### src/design/rcr_pkg.sv
package rcr_pkg;

    // ==========================================================
    // Register byte offsets on the Avalon-MM slave
    localparam logic [5:0] RCR_OFS_STATUS = 6'h00;
    localparam logic [5:0] RCR_OFS_POWER_CONTROL_REGISTER = 6'h04;
    localparam logic [5:0] RCR_OFS_CTRL = 6'h08;
    localparam logic [5:0] RCR_OFS_RESUME = 6'h0C;
    localparam logic [5:0] RCR_OFS_IRQ_STAT = 6'h10;
    localparam logic [5:0] RCR_OFS_IRQ_MASK = 6'h14;

    // ==========================================================
    // Status register field positions
    localparam int RCR_ST_TO = 4;
    localparam int RCR_ST_PD = 3;

    // ==========================================================
    // Power-control register field positions
    localparam int RCR_PC_OVF = 7;
    localparam int RCR_PC_UNF = 6;
    localparam int RCR_PC_WDT_N = 4;
    localparam int RCR_PC_PIN_N = 3;
    localparam int RCR_PC_SOFT_N = 2;
    localparam int RCR_PC_POR_N = 1;
    localparam int RCR_PC_BOR_N = 0;
    // Writable bits of the power-control register
    localparam logic [7:0] RCR_POWER_CONTROL_REGISTER_WMASK = 8'hDF;

    // ==========================================================
    // Control register field positions
    localparam int RCR_CT_STKEN = 0;
    localparam int RCR_CT_GIE = 1;

    // ==========================================================
    // Reset values
    localparam logic [7:0] RCR_POWER_CONTROL_REGISTER_POR = 8'h1D;
    localparam logic RCR_TO_POR = 1'b1;
    localparam logic RCR_PD_POR = 1'b1;
    localparam logic [1:0] RCR_CTRL_RST = 2'h0;
    localparam logic [7:0] RCR_IRQ_MASK_RST = 8'h00;

    // ==========================================================
    // Program addresses
    localparam logic [15:0] RCR_RESET_ADDR = 16'h0000;
    localparam logic [15:0] RCR_INT_VECTOR = 16'h0004;
    localparam logic [15:0] RCR_PC_STEP = 16'h0001;

    // ==========================================================
    // Event bit positions in the interrupt status register
    localparam int RCR_EV_POR = 0;
    localparam int RCR_EV_BOR = 1;
    localparam int RCR_EV_PIN = 2;
    localparam int RCR_EV_WDT = 3;
    localparam int RCR_EV_OVF = 4;
    localparam int RCR_EV_UNF = 5;
    localparam int RCR_EV_SOFT = 6;
    localparam int RCR_EV_WAKE = 7;
    localparam int RCR_EV_W = 8;

    // ==========================================================
    // Core run state
    typedef enum logic [1:0] {
        RCR_RUN,
        RCR_SLEEP,
        RCR_WAKE_EXEC
    } rcr_state_t;

endpackage

### src/design/rcr_top.sv
`timescale 1ns/100ps
module rcr_top (
    // Clock and reset
    input wire logic clk,
    input wire logic sys_rst,
    // Reset and wake sources and sleep command, one-cycle pulses
    input wire logic por_event,
    input wire logic bor_event,
    input wire logic external_reset_pin,
    input wire logic wdt_timeout,
    input wire logic soft_reset,
    input wire logic stack_overflow,
    input wire logic stack_underflow,
    input wire logic wake_interrupt,
    input wire logic sleep_cmd,
    // Core program flow
    input wire logic [15:0] cur_pc,
    input wire logic instr_done,
    output logic core_reset,
    output logic pc_load,
    output logic [15:0] pc_value,
    output logic return_push,
    output logic [15:0] return_addr,
    output logic asleep,
    // Avalon-MM slave
    input wire logic [5:0] avs_address,
    input wire logic avs_read,
    input wire logic avs_write,
    input wire logic [31:0] avs_writedata,
    input wire logic [3:0] avs_byteenable,
    output logic [31:0] avs_readdata,
    output logic avs_waitrequest,
    // Interrupt
    output logic irq
);

    // ==========================================================
    // State
    rcr_pkg::rcr_state_t state_reg;
    rcr_pkg::rcr_state_t state_next;
    logic time_out_flag_reg;
    logic time_out_flag_next;
    logic power_down_flag_reg;
    logic power_down_flag_next;
    logic [7:0] power_control_register_reg;
    logic [7:0] power_control_register_next;
    logic [1:0] ctrl_reg;
    logic [1:0] ctrl_next;
    logic [15:0] pc_value_reg;
    logic [15:0] pc_value_next;
    logic [15:0] return_addr_reg;
    logic [15:0] return_addr_next;
    logic core_reset_reg;
    logic core_reset_next;
    logic pc_load_reg;
    logic pc_load_next;
    logic return_push_reg;
    logic return_push_next;

    // Bus side
    logic wr_en;
    logic [31:0] rd_value;
    logic [7:0] ev_set;
    logic [7:0] irq_status;
    logic [7:0] irq_mask;
    logic lane0;

    // Decoded events, one at most per cycle
    logic stack_error_reset_enable;
    logic global_interrupt_enable;
    logic sel_por;
    logic sel_bor;
    logic sel_pin;
    logic sel_wdt;
    logic sel_ovf;
    logic sel_unf;
    logic sel_soft;
    logic sel_wake;
    logic sel_sleep;
    logic in_sleep;

    assign stack_error_reset_enable = ctrl_reg[rcr_pkg::RCR_CT_STKEN];
    assign global_interrupt_enable = ctrl_reg[rcr_pkg::RCR_CT_GIE];
    assign in_sleep = (state_reg == rcr_pkg::RCR_SLEEP);
    assign lane0 = wr_en & avs_byteenable[0];

    // ==========================================================
    // Source priority: power-on beats everything, sleep entry is last
    always_comb begin
        sel_por = por_event;
        sel_bor = !sel_por && bor_event;
        sel_pin = !sel_por && !sel_bor && external_reset_pin;
        sel_wdt = !sel_por && !sel_bor && !sel_pin && wdt_timeout;
        sel_ovf = !sel_por && !sel_bor && !sel_pin && !sel_wdt
                  && stack_overflow && stack_error_reset_enable;
        sel_unf = !sel_por && !sel_bor && !sel_pin && !sel_wdt && !sel_ovf
                  && stack_underflow && stack_error_reset_enable;
        sel_soft = !sel_por && !sel_bor && !sel_pin && !sel_wdt
                   && !sel_ovf && !sel_unf && soft_reset;
        sel_wake = !sel_por && !sel_bor && !sel_pin && !sel_wdt
                   && !sel_ovf && !sel_unf && !sel_soft
                   && wake_interrupt && in_sleep;
        sel_sleep = !sel_por && !sel_bor && !sel_pin && !sel_wdt
                    && !sel_ovf && !sel_unf && !sel_soft && !wake_interrupt
                    && sleep_cmd && (state_reg == rcr_pkg::RCR_RUN);
    end

    // ==========================================================
    // Cause flags, resume address and core control
    always_comb begin
        state_next = state_reg;
        time_out_flag_next = time_out_flag_reg;
        power_down_flag_next = power_down_flag_reg;
        power_control_register_next = power_control_register_reg;
        ctrl_next = ctrl_reg;
        pc_value_next = pc_value_reg;
        return_addr_next = return_addr_reg;
        core_reset_next = 1'b0;
        pc_load_next = 1'b0;
        return_push_next = 1'b0;

        // Software writes come first so a same-cycle event overrides them
        if (lane0 && avs_address == rcr_pkg::RCR_OFS_POWER_CONTROL_REGISTER) begin
            power_control_register_next =
                (power_control_register_reg & ~rcr_pkg::RCR_POWER_CONTROL_REGISTER_WMASK)
                | (avs_writedata[7:0] & rcr_pkg::RCR_POWER_CONTROL_REGISTER_WMASK);
        end
        if (lane0 && avs_address == rcr_pkg::RCR_OFS_CTRL) begin
            ctrl_next = avs_writedata[1:0];
        end

        if (sel_por) begin
            power_control_register_next = rcr_pkg::RCR_POWER_CONTROL_REGISTER_POR;
            time_out_flag_next = rcr_pkg::RCR_TO_POR;
            power_down_flag_next = rcr_pkg::RCR_PD_POR;
        end else if (sel_bor) begin
            power_control_register_next[rcr_pkg::RCR_PC_OVF] = 1'b0;
            power_control_register_next[rcr_pkg::RCR_PC_UNF] = 1'b0;
            power_control_register_next[rcr_pkg::RCR_PC_PIN_N] = 1'b1;
            power_control_register_next[rcr_pkg::RCR_PC_SOFT_N] = 1'b1;
            power_control_register_next[rcr_pkg::RCR_PC_BOR_N] = 1'b0;
            time_out_flag_next = 1'b1;
            power_down_flag_next = 1'b1;
        end else if (sel_pin) begin
            power_control_register_next[rcr_pkg::RCR_PC_PIN_N] = 1'b0;
            if (in_sleep) begin
                time_out_flag_next = 1'b1;
                power_down_flag_next = 1'b0;
            end
        end else if (sel_wdt) begin
            time_out_flag_next = 1'b0;
            if (in_sleep) begin
                power_down_flag_next = 1'b0;
            end else begin
                power_control_register_next[rcr_pkg::RCR_PC_WDT_N] = 1'b0;
            end
        end else if (sel_ovf) begin
            power_control_register_next[rcr_pkg::RCR_PC_OVF] = 1'b1;
        end else if (sel_unf) begin
            power_control_register_next[rcr_pkg::RCR_PC_UNF] = 1'b1;
        end else if (sel_soft) begin
            power_control_register_next[rcr_pkg::RCR_PC_SOFT_N] = 1'b0;
        end else if (sel_wake) begin
            time_out_flag_next = 1'b1;
            power_down_flag_next = 1'b0;
        end else if (sel_sleep) begin
            // Sleep entry arms the flags that a wake then tells apart
            time_out_flag_next = 1'b1;
            power_down_flag_next = 1'b0;
        end

        // Program flow: restart, resume or vector
        if (sel_por || sel_bor || sel_pin || sel_ovf || sel_unf || sel_soft
            || (sel_wdt && !in_sleep)) begin
            core_reset_next = 1'b1;
            pc_load_next = 1'b1;
            pc_value_next = rcr_pkg::RCR_RESET_ADDR;
            state_next = rcr_pkg::RCR_RUN;
        end else if (sel_wdt || sel_wake) begin
            pc_load_next = 1'b1;
            pc_value_next = cur_pc + rcr_pkg::RCR_PC_STEP;
            state_next = (sel_wake && global_interrupt_enable)
                         ? rcr_pkg::RCR_WAKE_EXEC : rcr_pkg::RCR_RUN;
        end else if (sel_sleep) begin
            state_next = rcr_pkg::RCR_SLEEP;
        end else begin
            case (state_reg)
                rcr_pkg::RCR_WAKE_EXEC: begin
                    // One instruction runs before the vector is taken
                    if (instr_done) begin
                        return_push_next = 1'b1;
                        return_addr_next = pc_value_reg
                                           + rcr_pkg::RCR_PC_STEP;
                        pc_load_next = 1'b1;
                        pc_value_next = rcr_pkg::RCR_INT_VECTOR;
                        state_next = rcr_pkg::RCR_RUN;
                    end
                end
                default: begin
                    state_next = state_reg;
                end
            endcase
        end
    end

    // Registers only; synchronous reset loads the power-on flag values but pulses no core_reset or pc_load
    always_ff @(posedge clk) begin
        if (sys_rst) begin
            state_reg <= rcr_pkg::RCR_RUN;
            time_out_flag_reg <= rcr_pkg::RCR_TO_POR;
            power_down_flag_reg <= rcr_pkg::RCR_PD_POR;
            power_control_register_reg <= rcr_pkg::RCR_POWER_CONTROL_REGISTER_POR;
            ctrl_reg <= rcr_pkg::RCR_CTRL_RST;
            pc_value_reg <= rcr_pkg::RCR_RESET_ADDR;
            return_addr_reg <= rcr_pkg::RCR_RESET_ADDR;
            core_reset_reg <= 1'b0;
            pc_load_reg <= 1'b0;
            return_push_reg <= 1'b0;
        end else begin
            state_reg <= state_next;
            time_out_flag_reg <= time_out_flag_next;
            power_down_flag_reg <= power_down_flag_next;
            power_control_register_reg <= power_control_register_next;
            ctrl_reg <= ctrl_next;
            pc_value_reg <= pc_value_next;
            return_addr_reg <= return_addr_next;
            core_reset_reg <= core_reset_next;
            pc_load_reg <= pc_load_next;
            return_push_reg <= return_push_next;
        end
    end

    assign core_reset = core_reset_reg;
    assign pc_load = pc_load_reg;
    assign pc_value = pc_value_reg;
    assign return_push = return_push_reg;
    assign return_addr = return_addr_reg;
    assign asleep = in_sleep;

    // ==========================================================
    // Read mux; unmapped offsets read zero
    always_comb begin
        case (avs_address)
            rcr_pkg::RCR_OFS_STATUS: begin
                rd_value = 32'h0000_0000;
                rd_value[rcr_pkg::RCR_ST_TO] = time_out_flag_reg;
                rd_value[rcr_pkg::RCR_ST_PD] = power_down_flag_reg;
            end
            rcr_pkg::RCR_OFS_POWER_CONTROL_REGISTER: begin
                rd_value = {24'h00_0000, power_control_register_reg};
            end
            rcr_pkg::RCR_OFS_CTRL: begin
                rd_value = {30'h0000_0000, ctrl_reg};
            end
            rcr_pkg::RCR_OFS_RESUME: begin
                rd_value = {16'h0000, pc_value_reg};
            end
            rcr_pkg::RCR_OFS_IRQ_STAT: begin
                rd_value = {24'h00_0000, irq_status};
            end
            rcr_pkg::RCR_OFS_IRQ_MASK: begin
                rd_value = {24'h00_0000, irq_mask};
            end
            default: begin
                rd_value = 32'h0000_0000;
            end
        endcase
    end

    // ==========================================================
    // Bus slave and event interrupt
    rcr_avmm_slave u_slave (
        .clk(clk),
        .sys_rst(sys_rst),
        .avs_address(avs_address),
        .avs_read(avs_read),
        .avs_write(avs_write),
        .avs_writedata(avs_writedata),
        .avs_byteenable(avs_byteenable),
        .avs_readdata(avs_readdata),
        .avs_waitrequest(avs_waitrequest),
        .rd_value(rd_value),
        .wr_en(wr_en)
    );

    assign ev_set = {sel_wake, sel_soft, sel_unf, sel_ovf,
                     sel_wdt, sel_pin, sel_bor, sel_por};

    rcr_sticky_irq #(.W(rcr_pkg::RCR_EV_W)) u_irq (
        .clk(clk),
        .sys_rst(sys_rst),
        .set(ev_set),
        .clr_wr(lane0 && avs_address == rcr_pkg::RCR_OFS_IRQ_STAT),
        .mask_wr(lane0 && avs_address == rcr_pkg::RCR_OFS_IRQ_MASK),
        .wdata(avs_writedata[7:0]),
        .status(irq_status),
        .mask(irq_mask),
        .irq(irq)
    );

    // ==========================================================
    // Checks
    property p_por;
        @(posedge clk) disable iff (sys_rst)
        sel_por |=> power_control_register_reg == rcr_pkg::RCR_POWER_CONTROL_REGISTER_POR
            && time_out_flag_reg && pc_load && pc_value == 16'h0000;
    endproperty
    a_por: assert property (p_por)
        else $error("power-on flags or address wrong");

    property p_por_pd;
        @(posedge clk) disable iff (sys_rst)
        sel_por |=> power_down_flag_reg
            && !power_control_register_reg[rcr_pkg::RCR_PC_POR_N];
    endproperty
    a_por_pd: assert property (p_por_pd)
        else $error("power-down not set by power-on");

    property p_wdt_wake;
        @(posedge clk) disable iff (sys_rst)
        (sel_wdt && in_sleep) |=> !time_out_flag_reg && !power_down_flag_reg
            && pc_value == $past(cur_pc) + 16'h0001 && !core_reset;
    endproperty
    a_wdt_wake: assert property (p_wdt_wake)
        else $error("watchdog wake handled wrong");

    property p_int_wake;
        @(posedge clk) disable iff (sys_rst)
        sel_wake |=> time_out_flag_reg && !power_down_flag_reg && pc_load
            && pc_value == $past(cur_pc) + 16'h0001;
    endproperty
    a_int_wake: assert property (p_int_wake)
        else $error("interrupt wake handled wrong");

    property p_pin_run;
        @(posedge clk) disable iff (sys_rst)
        (sel_pin && !in_sleep) |=> core_reset && pc_value == 16'h0000
            && !power_control_register_reg[rcr_pkg::RCR_PC_PIN_N]
            && $stable(time_out_flag_reg) && $stable(power_down_flag_reg);
    endproperty
    a_pin_run: assert property (p_pin_run)
        else $error("pin reset while running wrong");

    property p_pin_sleep;
        @(posedge clk) disable iff (sys_rst)
        (sel_pin && in_sleep) |=> time_out_flag_reg && !power_down_flag_reg
            && !power_control_register_reg[rcr_pkg::RCR_PC_PIN_N] && !asleep;
    endproperty
    a_pin_sleep: assert property (p_pin_sleep)
        else $error("pin reset while asleep wrong");

    property p_ovf;
        @(posedge clk) disable iff (sys_rst)
        sel_ovf |=> power_control_register_reg[rcr_pkg::RCR_PC_OVF]
            && core_reset && pc_value == 16'h0000;
    endproperty
    a_ovf: assert property (p_ovf)
        else $error("stack overflow reset wrong");

    property p_unf;
        @(posedge clk) disable iff (sys_rst)
        sel_unf |=> power_control_register_reg[rcr_pkg::RCR_PC_UNF]
            && core_reset && pc_value == 16'h0000;
    endproperty
    a_unf: assert property (p_unf)
        else $error("stack underflow reset wrong");

    property p_vector;
        @(posedge clk) disable iff (sys_rst)
        (state_reg == rcr_pkg::RCR_WAKE_EXEC && instr_done
            && !(por_event || bor_event || external_reset_pin || wdt_timeout
            || soft_reset || stack_overflow || stack_underflow))
            |=> return_push && pc_value == 16'h0004
            && return_addr == $past(pc_value) + 16'h0001;
    endproperty
    a_vector: assert property (p_vector)
        else $error("interrupt vector not taken after one instruction");

    property p_wdt_run;
        @(posedge clk) disable iff (sys_rst)
        (sel_wdt && !in_sleep) |=> core_reset && !time_out_flag_reg
            && !power_control_register_reg[rcr_pkg::RCR_PC_WDT_N];
    endproperty
    a_wdt_run: assert property (p_wdt_run)
        else $error("watchdog reset flags wrong");

    property p_bor;
        @(posedge clk) disable iff (sys_rst)
        sel_bor |=> !power_control_register_reg[rcr_pkg::RCR_PC_BOR_N]
            && time_out_flag_reg && power_down_flag_reg && core_reset;
    endproperty
    a_bor: assert property (p_bor)
        else $error("brown-out flags wrong");

endmodule

### src/design/rcr_avmm_slave.sv
`timescale 1ns/100ps
module rcr_avmm_slave (
    // Clock and reset
    input wire logic clk,
    input wire logic sys_rst,
    // Avalon-MM slave
    input wire logic [5:0] avs_address,
    input wire logic avs_read,
    input wire logic avs_write,
    input wire logic [31:0] avs_writedata,
    input wire logic [3:0] avs_byteenable,
    output logic [31:0] avs_readdata,
    output logic avs_waitrequest,
    // Register file side
    input wire logic [31:0] rd_value,
    output logic wr_en
);

    // ==========================================================
    // One wait state: capture in the first cycle, release next
    logic ack_reg;
    logic ack_next;
    logic [31:0] rdata_reg;
    logic [31:0] rdata_next;
    logic req;

    assign req = avs_read | avs_write;
    assign avs_waitrequest = req & ~ack_reg;
    assign wr_en = avs_write & ack_reg;
    assign avs_readdata = rdata_reg;

    // Next ack and read capture
    always_comb begin
        ack_next = req & ~ack_reg;
        rdata_next = rdata_reg;
        if (avs_read && !ack_reg) begin
            rdata_next = rd_value; // Stable by the time waitrequest drops
        end
    end

    // Registers only
    always_ff @(posedge clk) begin
        if (sys_rst) begin
            ack_reg <= 1'b0;
            rdata_reg <= 32'h0000_0000;
        end else begin
            ack_reg <= ack_next;
            rdata_reg <= rdata_next;
        end
    end

endmodule

### src/design/rcr_sticky_irq.sv
`timescale 1ns/100ps
module rcr_sticky_irq #(
    parameter int W = 8
) (
    // Clock and reset
    input wire logic clk,
    input wire logic sys_rst,
    // Events and software access
    input wire logic [W-1:0] set,
    input wire logic clr_wr,
    input wire logic mask_wr,
    input wire logic [W-1:0] wdata,
    // State and interrupt
    output logic [W-1:0] status,
    output logic [W-1:0] mask,
    output logic irq
);

    // ==========================================================
    // Sticky bits, write one to clear; a set in the same cycle wins
    logic [W-1:0] status_reg;
    logic [W-1:0] status_next;
    logic [W-1:0] mask_reg;
    logic [W-1:0] mask_next;

    always_comb begin
        status_next = status_reg;
        if (clr_wr) begin
            status_next = status_next & ~wdata;
        end
        status_next = status_next | set;
        mask_next = mask_wr ? wdata : mask_reg;
    end

    always_ff @(posedge clk) begin
        if (sys_rst) begin
            status_reg <= '0;
            mask_reg <= W'(rcr_pkg::RCR_IRQ_MASK_RST);
        end else begin
            status_reg <= status_next;
            mask_reg <= mask_next;
        end
    end

    assign status = status_reg;
    assign mask = mask_reg;
    assign irq = |(status_reg & mask_reg);

endmodule

### config.mk
export PLATFORM = sky130hd
export DESIGN_NAME = rcr_top
export DESIGN_NICKNAME = d
export VERILOG_FILES = /design/src/design/rcr_pkg.sv /design/src/design/rcr_top.sv /design/src/design/rcr_avmm_slave.sv /design/src/design/rcr_sticky_irq.sv
export SDC_FILE = /design/constraint.sdc
export NUM_CORES = 1
export LEC_CHECK = 0
export BUFFER_PORTS_ARGS = -buffer_cell sky130_fd_sc_hd__clkbuf_2
export CORE_MARGIN = 2
export CORE_UTILIZATION = 59
export CTS_BUF_LIST = sky130_fd_sc_hd__clkbuf_2
export DETAILED_ROUTE_END_ITERATION = 8
export PLACE_DENSITY = 0.92
export SETUP_SLACK_MARGIN = 0.2
export SLEW_MARGIN = 15
export SYNTH_ARGS = -nofsm -noshare
export SYNTH_HDL_FRONTEND = slang
export SYNTH_HIERARCHICAL = 1
export SYNTH_SLANG_ARGS = --single-unit
### constraint.sdc
create_clock -name clk -period 3.5 [get_ports clk]
set_input_delay 0.7 -clock clk [delete_from_list [all_inputs] [get_ports clk]]
set_output_delay 0.7 -clock clk [all_outputs]
set_load 0.05 [all_outputs]
==> summary.md <==
| Metric | Value |
|---|---|
| Syn_area_per_cell | `9.11 sq um` |
| CTS tree | `built` |
| Fraction of final layout cells sized beyond drive strength 1 | `about a quarter` |
| Yosys warns | `6` |
| Nets | `between 700 and 800` |
| Pwr Total | `approximately 0.002 W` |
| Critical Path AT | `around 1.9 ns` |
| Routed via count | `4672` |
| RSZ-0062 raised after global routing | `no` |
| Vias/cell | `~6` |
| Final wirelength | `approximately 13000 um` |
| #FFs+latches synth | `97` |
| Die Width | `96.6 um` |
| Initial antenna violation count | `0` |
| Status | `finished clean` |
| Power per cell area | `343 nW/um^2` |
| Total I/O pin count | `142` |
| Clock buffer count from CTS | `9` |
| Static leakage | `roughly 2.2 nW` |
| Worst-skew pair later-pin latency | `0.56 ns` |
| Crit share post-route | `74.4%` |
| Most common cell after layout, fill and taps aside | `clkbuf_2` |
| Min-delay worst type | `input port to flip-flop` |
| Crit path largest cell delay | `0.54 ns` |
| Util after Layout | `between 70% and 80%` |
| Antenna diode count | `0` |
| Min Tclk post-route | `2.60 ns` |
| Max reg flops | `32` |
| FFs w/ async S/R, synth | `0%` |
| DIE AREA | `~9300 sq um` |
| Routed len/inst | `16.9 um` |
| Largest net degree at the start of global routing | `101` |
| Final setup violation count | `0` |
| Postcts setup bufs | `0` |
| Post-synth EDFFs | `0` |
| FP Rows | `33` |
| Max cap viols | `0` |
| Post-synth cell types | `57` |
| CP Launch Type | `flip-flop` |
| Worst Path Required | `around 2.8 ns` |
| Remaining DRCs | `0` |
| First-pass GRT wire length | `20700 um` |
| CP max stage cell | `nor2b_1` |
| Clk root buf | `clkbuf_2` |
| H-tree levels | `3` |
| Worst relative slew slack | `42.0%` |
| Port bufs | `114` |
| VDD IR max | `between 0.15 and 0.2 mV` |
| Clk pin slew, worst setup/hold paths | `0.24 ns` |
| Overall Global Routing Usage | `28.4%` |
| DR iter-0 viols | `~500` |
| Final Max Slew Viols | `0` |
| Most frequent cells in the layout | `clkbuf_2, dfxtp_1, nor2_1` |
| Seq/Total Area, Yosys | `38.4%` |
| Synth Cell Area | `about 5100 sq um` |
| Clock tree buffer depth | `2` |
| P&R area growth vs syn | `14.4%` |
| Slew @ Worst Pin | `0.870 ns` |
| CORE AREA | `8260 sq um` |
| Crit end category | `output pin` |
| Hold Buf Count CTS | `0` |
| Routed Antenna Nets | `0` |
| CP Max Fanout | `9` |
| DR pass1 iterations | `6` |
| Initial Utilization | `61.2%` |
| Die Height | `just under 100 um` |
| HPWL after detailed placement | `9340 um` |
| CTS sink cnt | `97` |
| Main synth FF type | `dfxtp_1` |
| Total congestion overflow | `0` |
| Cells along the critical path | `nor2b_1 -> clkbuf_2` |
| Clk_skew | `0.0281 ns` |
| Final Hold Fails | `0` |
| Vias in the first global route | `4306` |
| Final TNS setup | `0 ns` |
| RePlAce Congestion | `0.919` |
| PostCTS Resize Cnt | `0` |
| Class of the most critical setup path | `flip-flop to output pin` |
| Post-synthesis cell count | `555` |
| Max Clk Rate | `384 MHz` |
-- critical path, delay by kind of cell (launching register included) --
family / cells / cell delay [ns]
buffers and inverters: 1 / 0.39
flip-flops: 1 / 0.43
AND/OR/NAND/NOR: 1 / 0.54
-- final timing paths --
| path | cells past startpoint | slack [ns] | end | from |
|---|---|---|---|---|
| worst max-delay path | 2 | 0.90 | asleep | state_reg[0] |
| worst min register to register | 2 | 0.48 | u_slave/avs_readdata[31] | u_slave/avs_readdata[31] |
| worst max register to register | 4 | 1.22 | pc_value[2] | state_reg[0] |
| worst min-delay path | 2 | 0.38 | pc_load | sys_rst |
-- logic make-up after synthesis --
logic type / after synthesis / share of synthesized area, %
flops: 97 / 38.4
buf+inv: 52 / 5.08
simple gates: 227 / 28.1
compound gates: 136 / 20.3
other cells: 1 / 0.0742
fa+ha+maj: 2 / 0.495
mux: 21 / 4.26
xor+xnor: 19 / 3.29
-- synth_stat cells, types with 5 or more instances --
| cell type | count | share of area, % |
|---|---|---|
| dfxtp_1 | 97 | 38 |
| nor2_1 | 42 | 3.1 |
| nand2b_1 | 32 | 4.0 |
| nand4bb_1 | 32 | 7.1 |
| o21ai_1 | 32 | 3.2 |
| nand2_1 | 31 | 2.3 |
| clkbuf_1 | 21 | 1.6 |
| nor3_1 | 18 | 1.8 |
| mux2i_1 | 17 | 3.4 |
| nand3_1 | 16 | 1.6 |
| a211oi_2 | 14 | 3.5 |
| and2_1 | 13 | 1.6 |
| inv_1 | 12 | 0.89 |
| nand4_1 | 12 | 1.5 |
| o21ai_0 | 10 | 0.99 |
| xnor2_1 | 10 | 1.7 |
| a21oi_1 | 9 | 0.89 |
| xor2_1 | 9 | 1.6 |
| a21boi_0 | 8 | 1.2 |
| a222oi_1 | 8 | 1.6 |
| buf_2 | 8 | 0.79 |
| o211ai_1 | 8 | 1.2 |
| o21ba_2 | 8 | 1.6 |
| a211oi_1 | 7 | 1.0 |
| a22oi_1 | 7 | 1.0 |
| a221oi_1 | 6 | 1.0 |
| and3_1 | 5 | 0.62 |
| buf_4 | 5 | 0.74 |
| o21a_1 | 5 | 0.74 |
-- power by group --
group	switching [W]	leakage (nW)	total, W	internal (W)
Clock	0.000371	0.0714	0.000599	0.000228
Combinational	0.000165	1.36	0.000249	0.0000840
Sequential	0.0000105	0.786	0.00114	0.00113
-- per-layer routing --
| metal | wire length [um] | GRT usage (%) | vias up |
|---|---|---|---|
| met4 | 332 | 13.4 | 0 |
| met3 | 835 | 4.19 | 31 |
| met5 | 0 | 0 | - |
| li1 | - | - | 2252 |
| met1 | 5710 | 37.6 | 2187 |
| met2 | 6110 | 45.8 | 202 |
-- final cells by class --
class                   count  area [sq um]
multi-input cells         421          2920
fillers                   673          2480
flip-flops and latches     97          1940
repair buffers            120           616
well taps                 105           131
clock inverters             6          83.8
clock buffers               9          45.0
inverters                  12          45.0
-- stage by stage --
step,worst slack (ns),hold WS (ns),instances,instance area (sq um)
CTS,0.910,0.351,770,5770
detailed placement,0.951,0.453,755,5650
floorplan,1.20,0.448,570,5110
global route,0.796,0.362,770,5780
finish,0.896,0.381,770,5780
global placement,1.02,0.451,755,5650
Power figures use the tool's default switching activity.
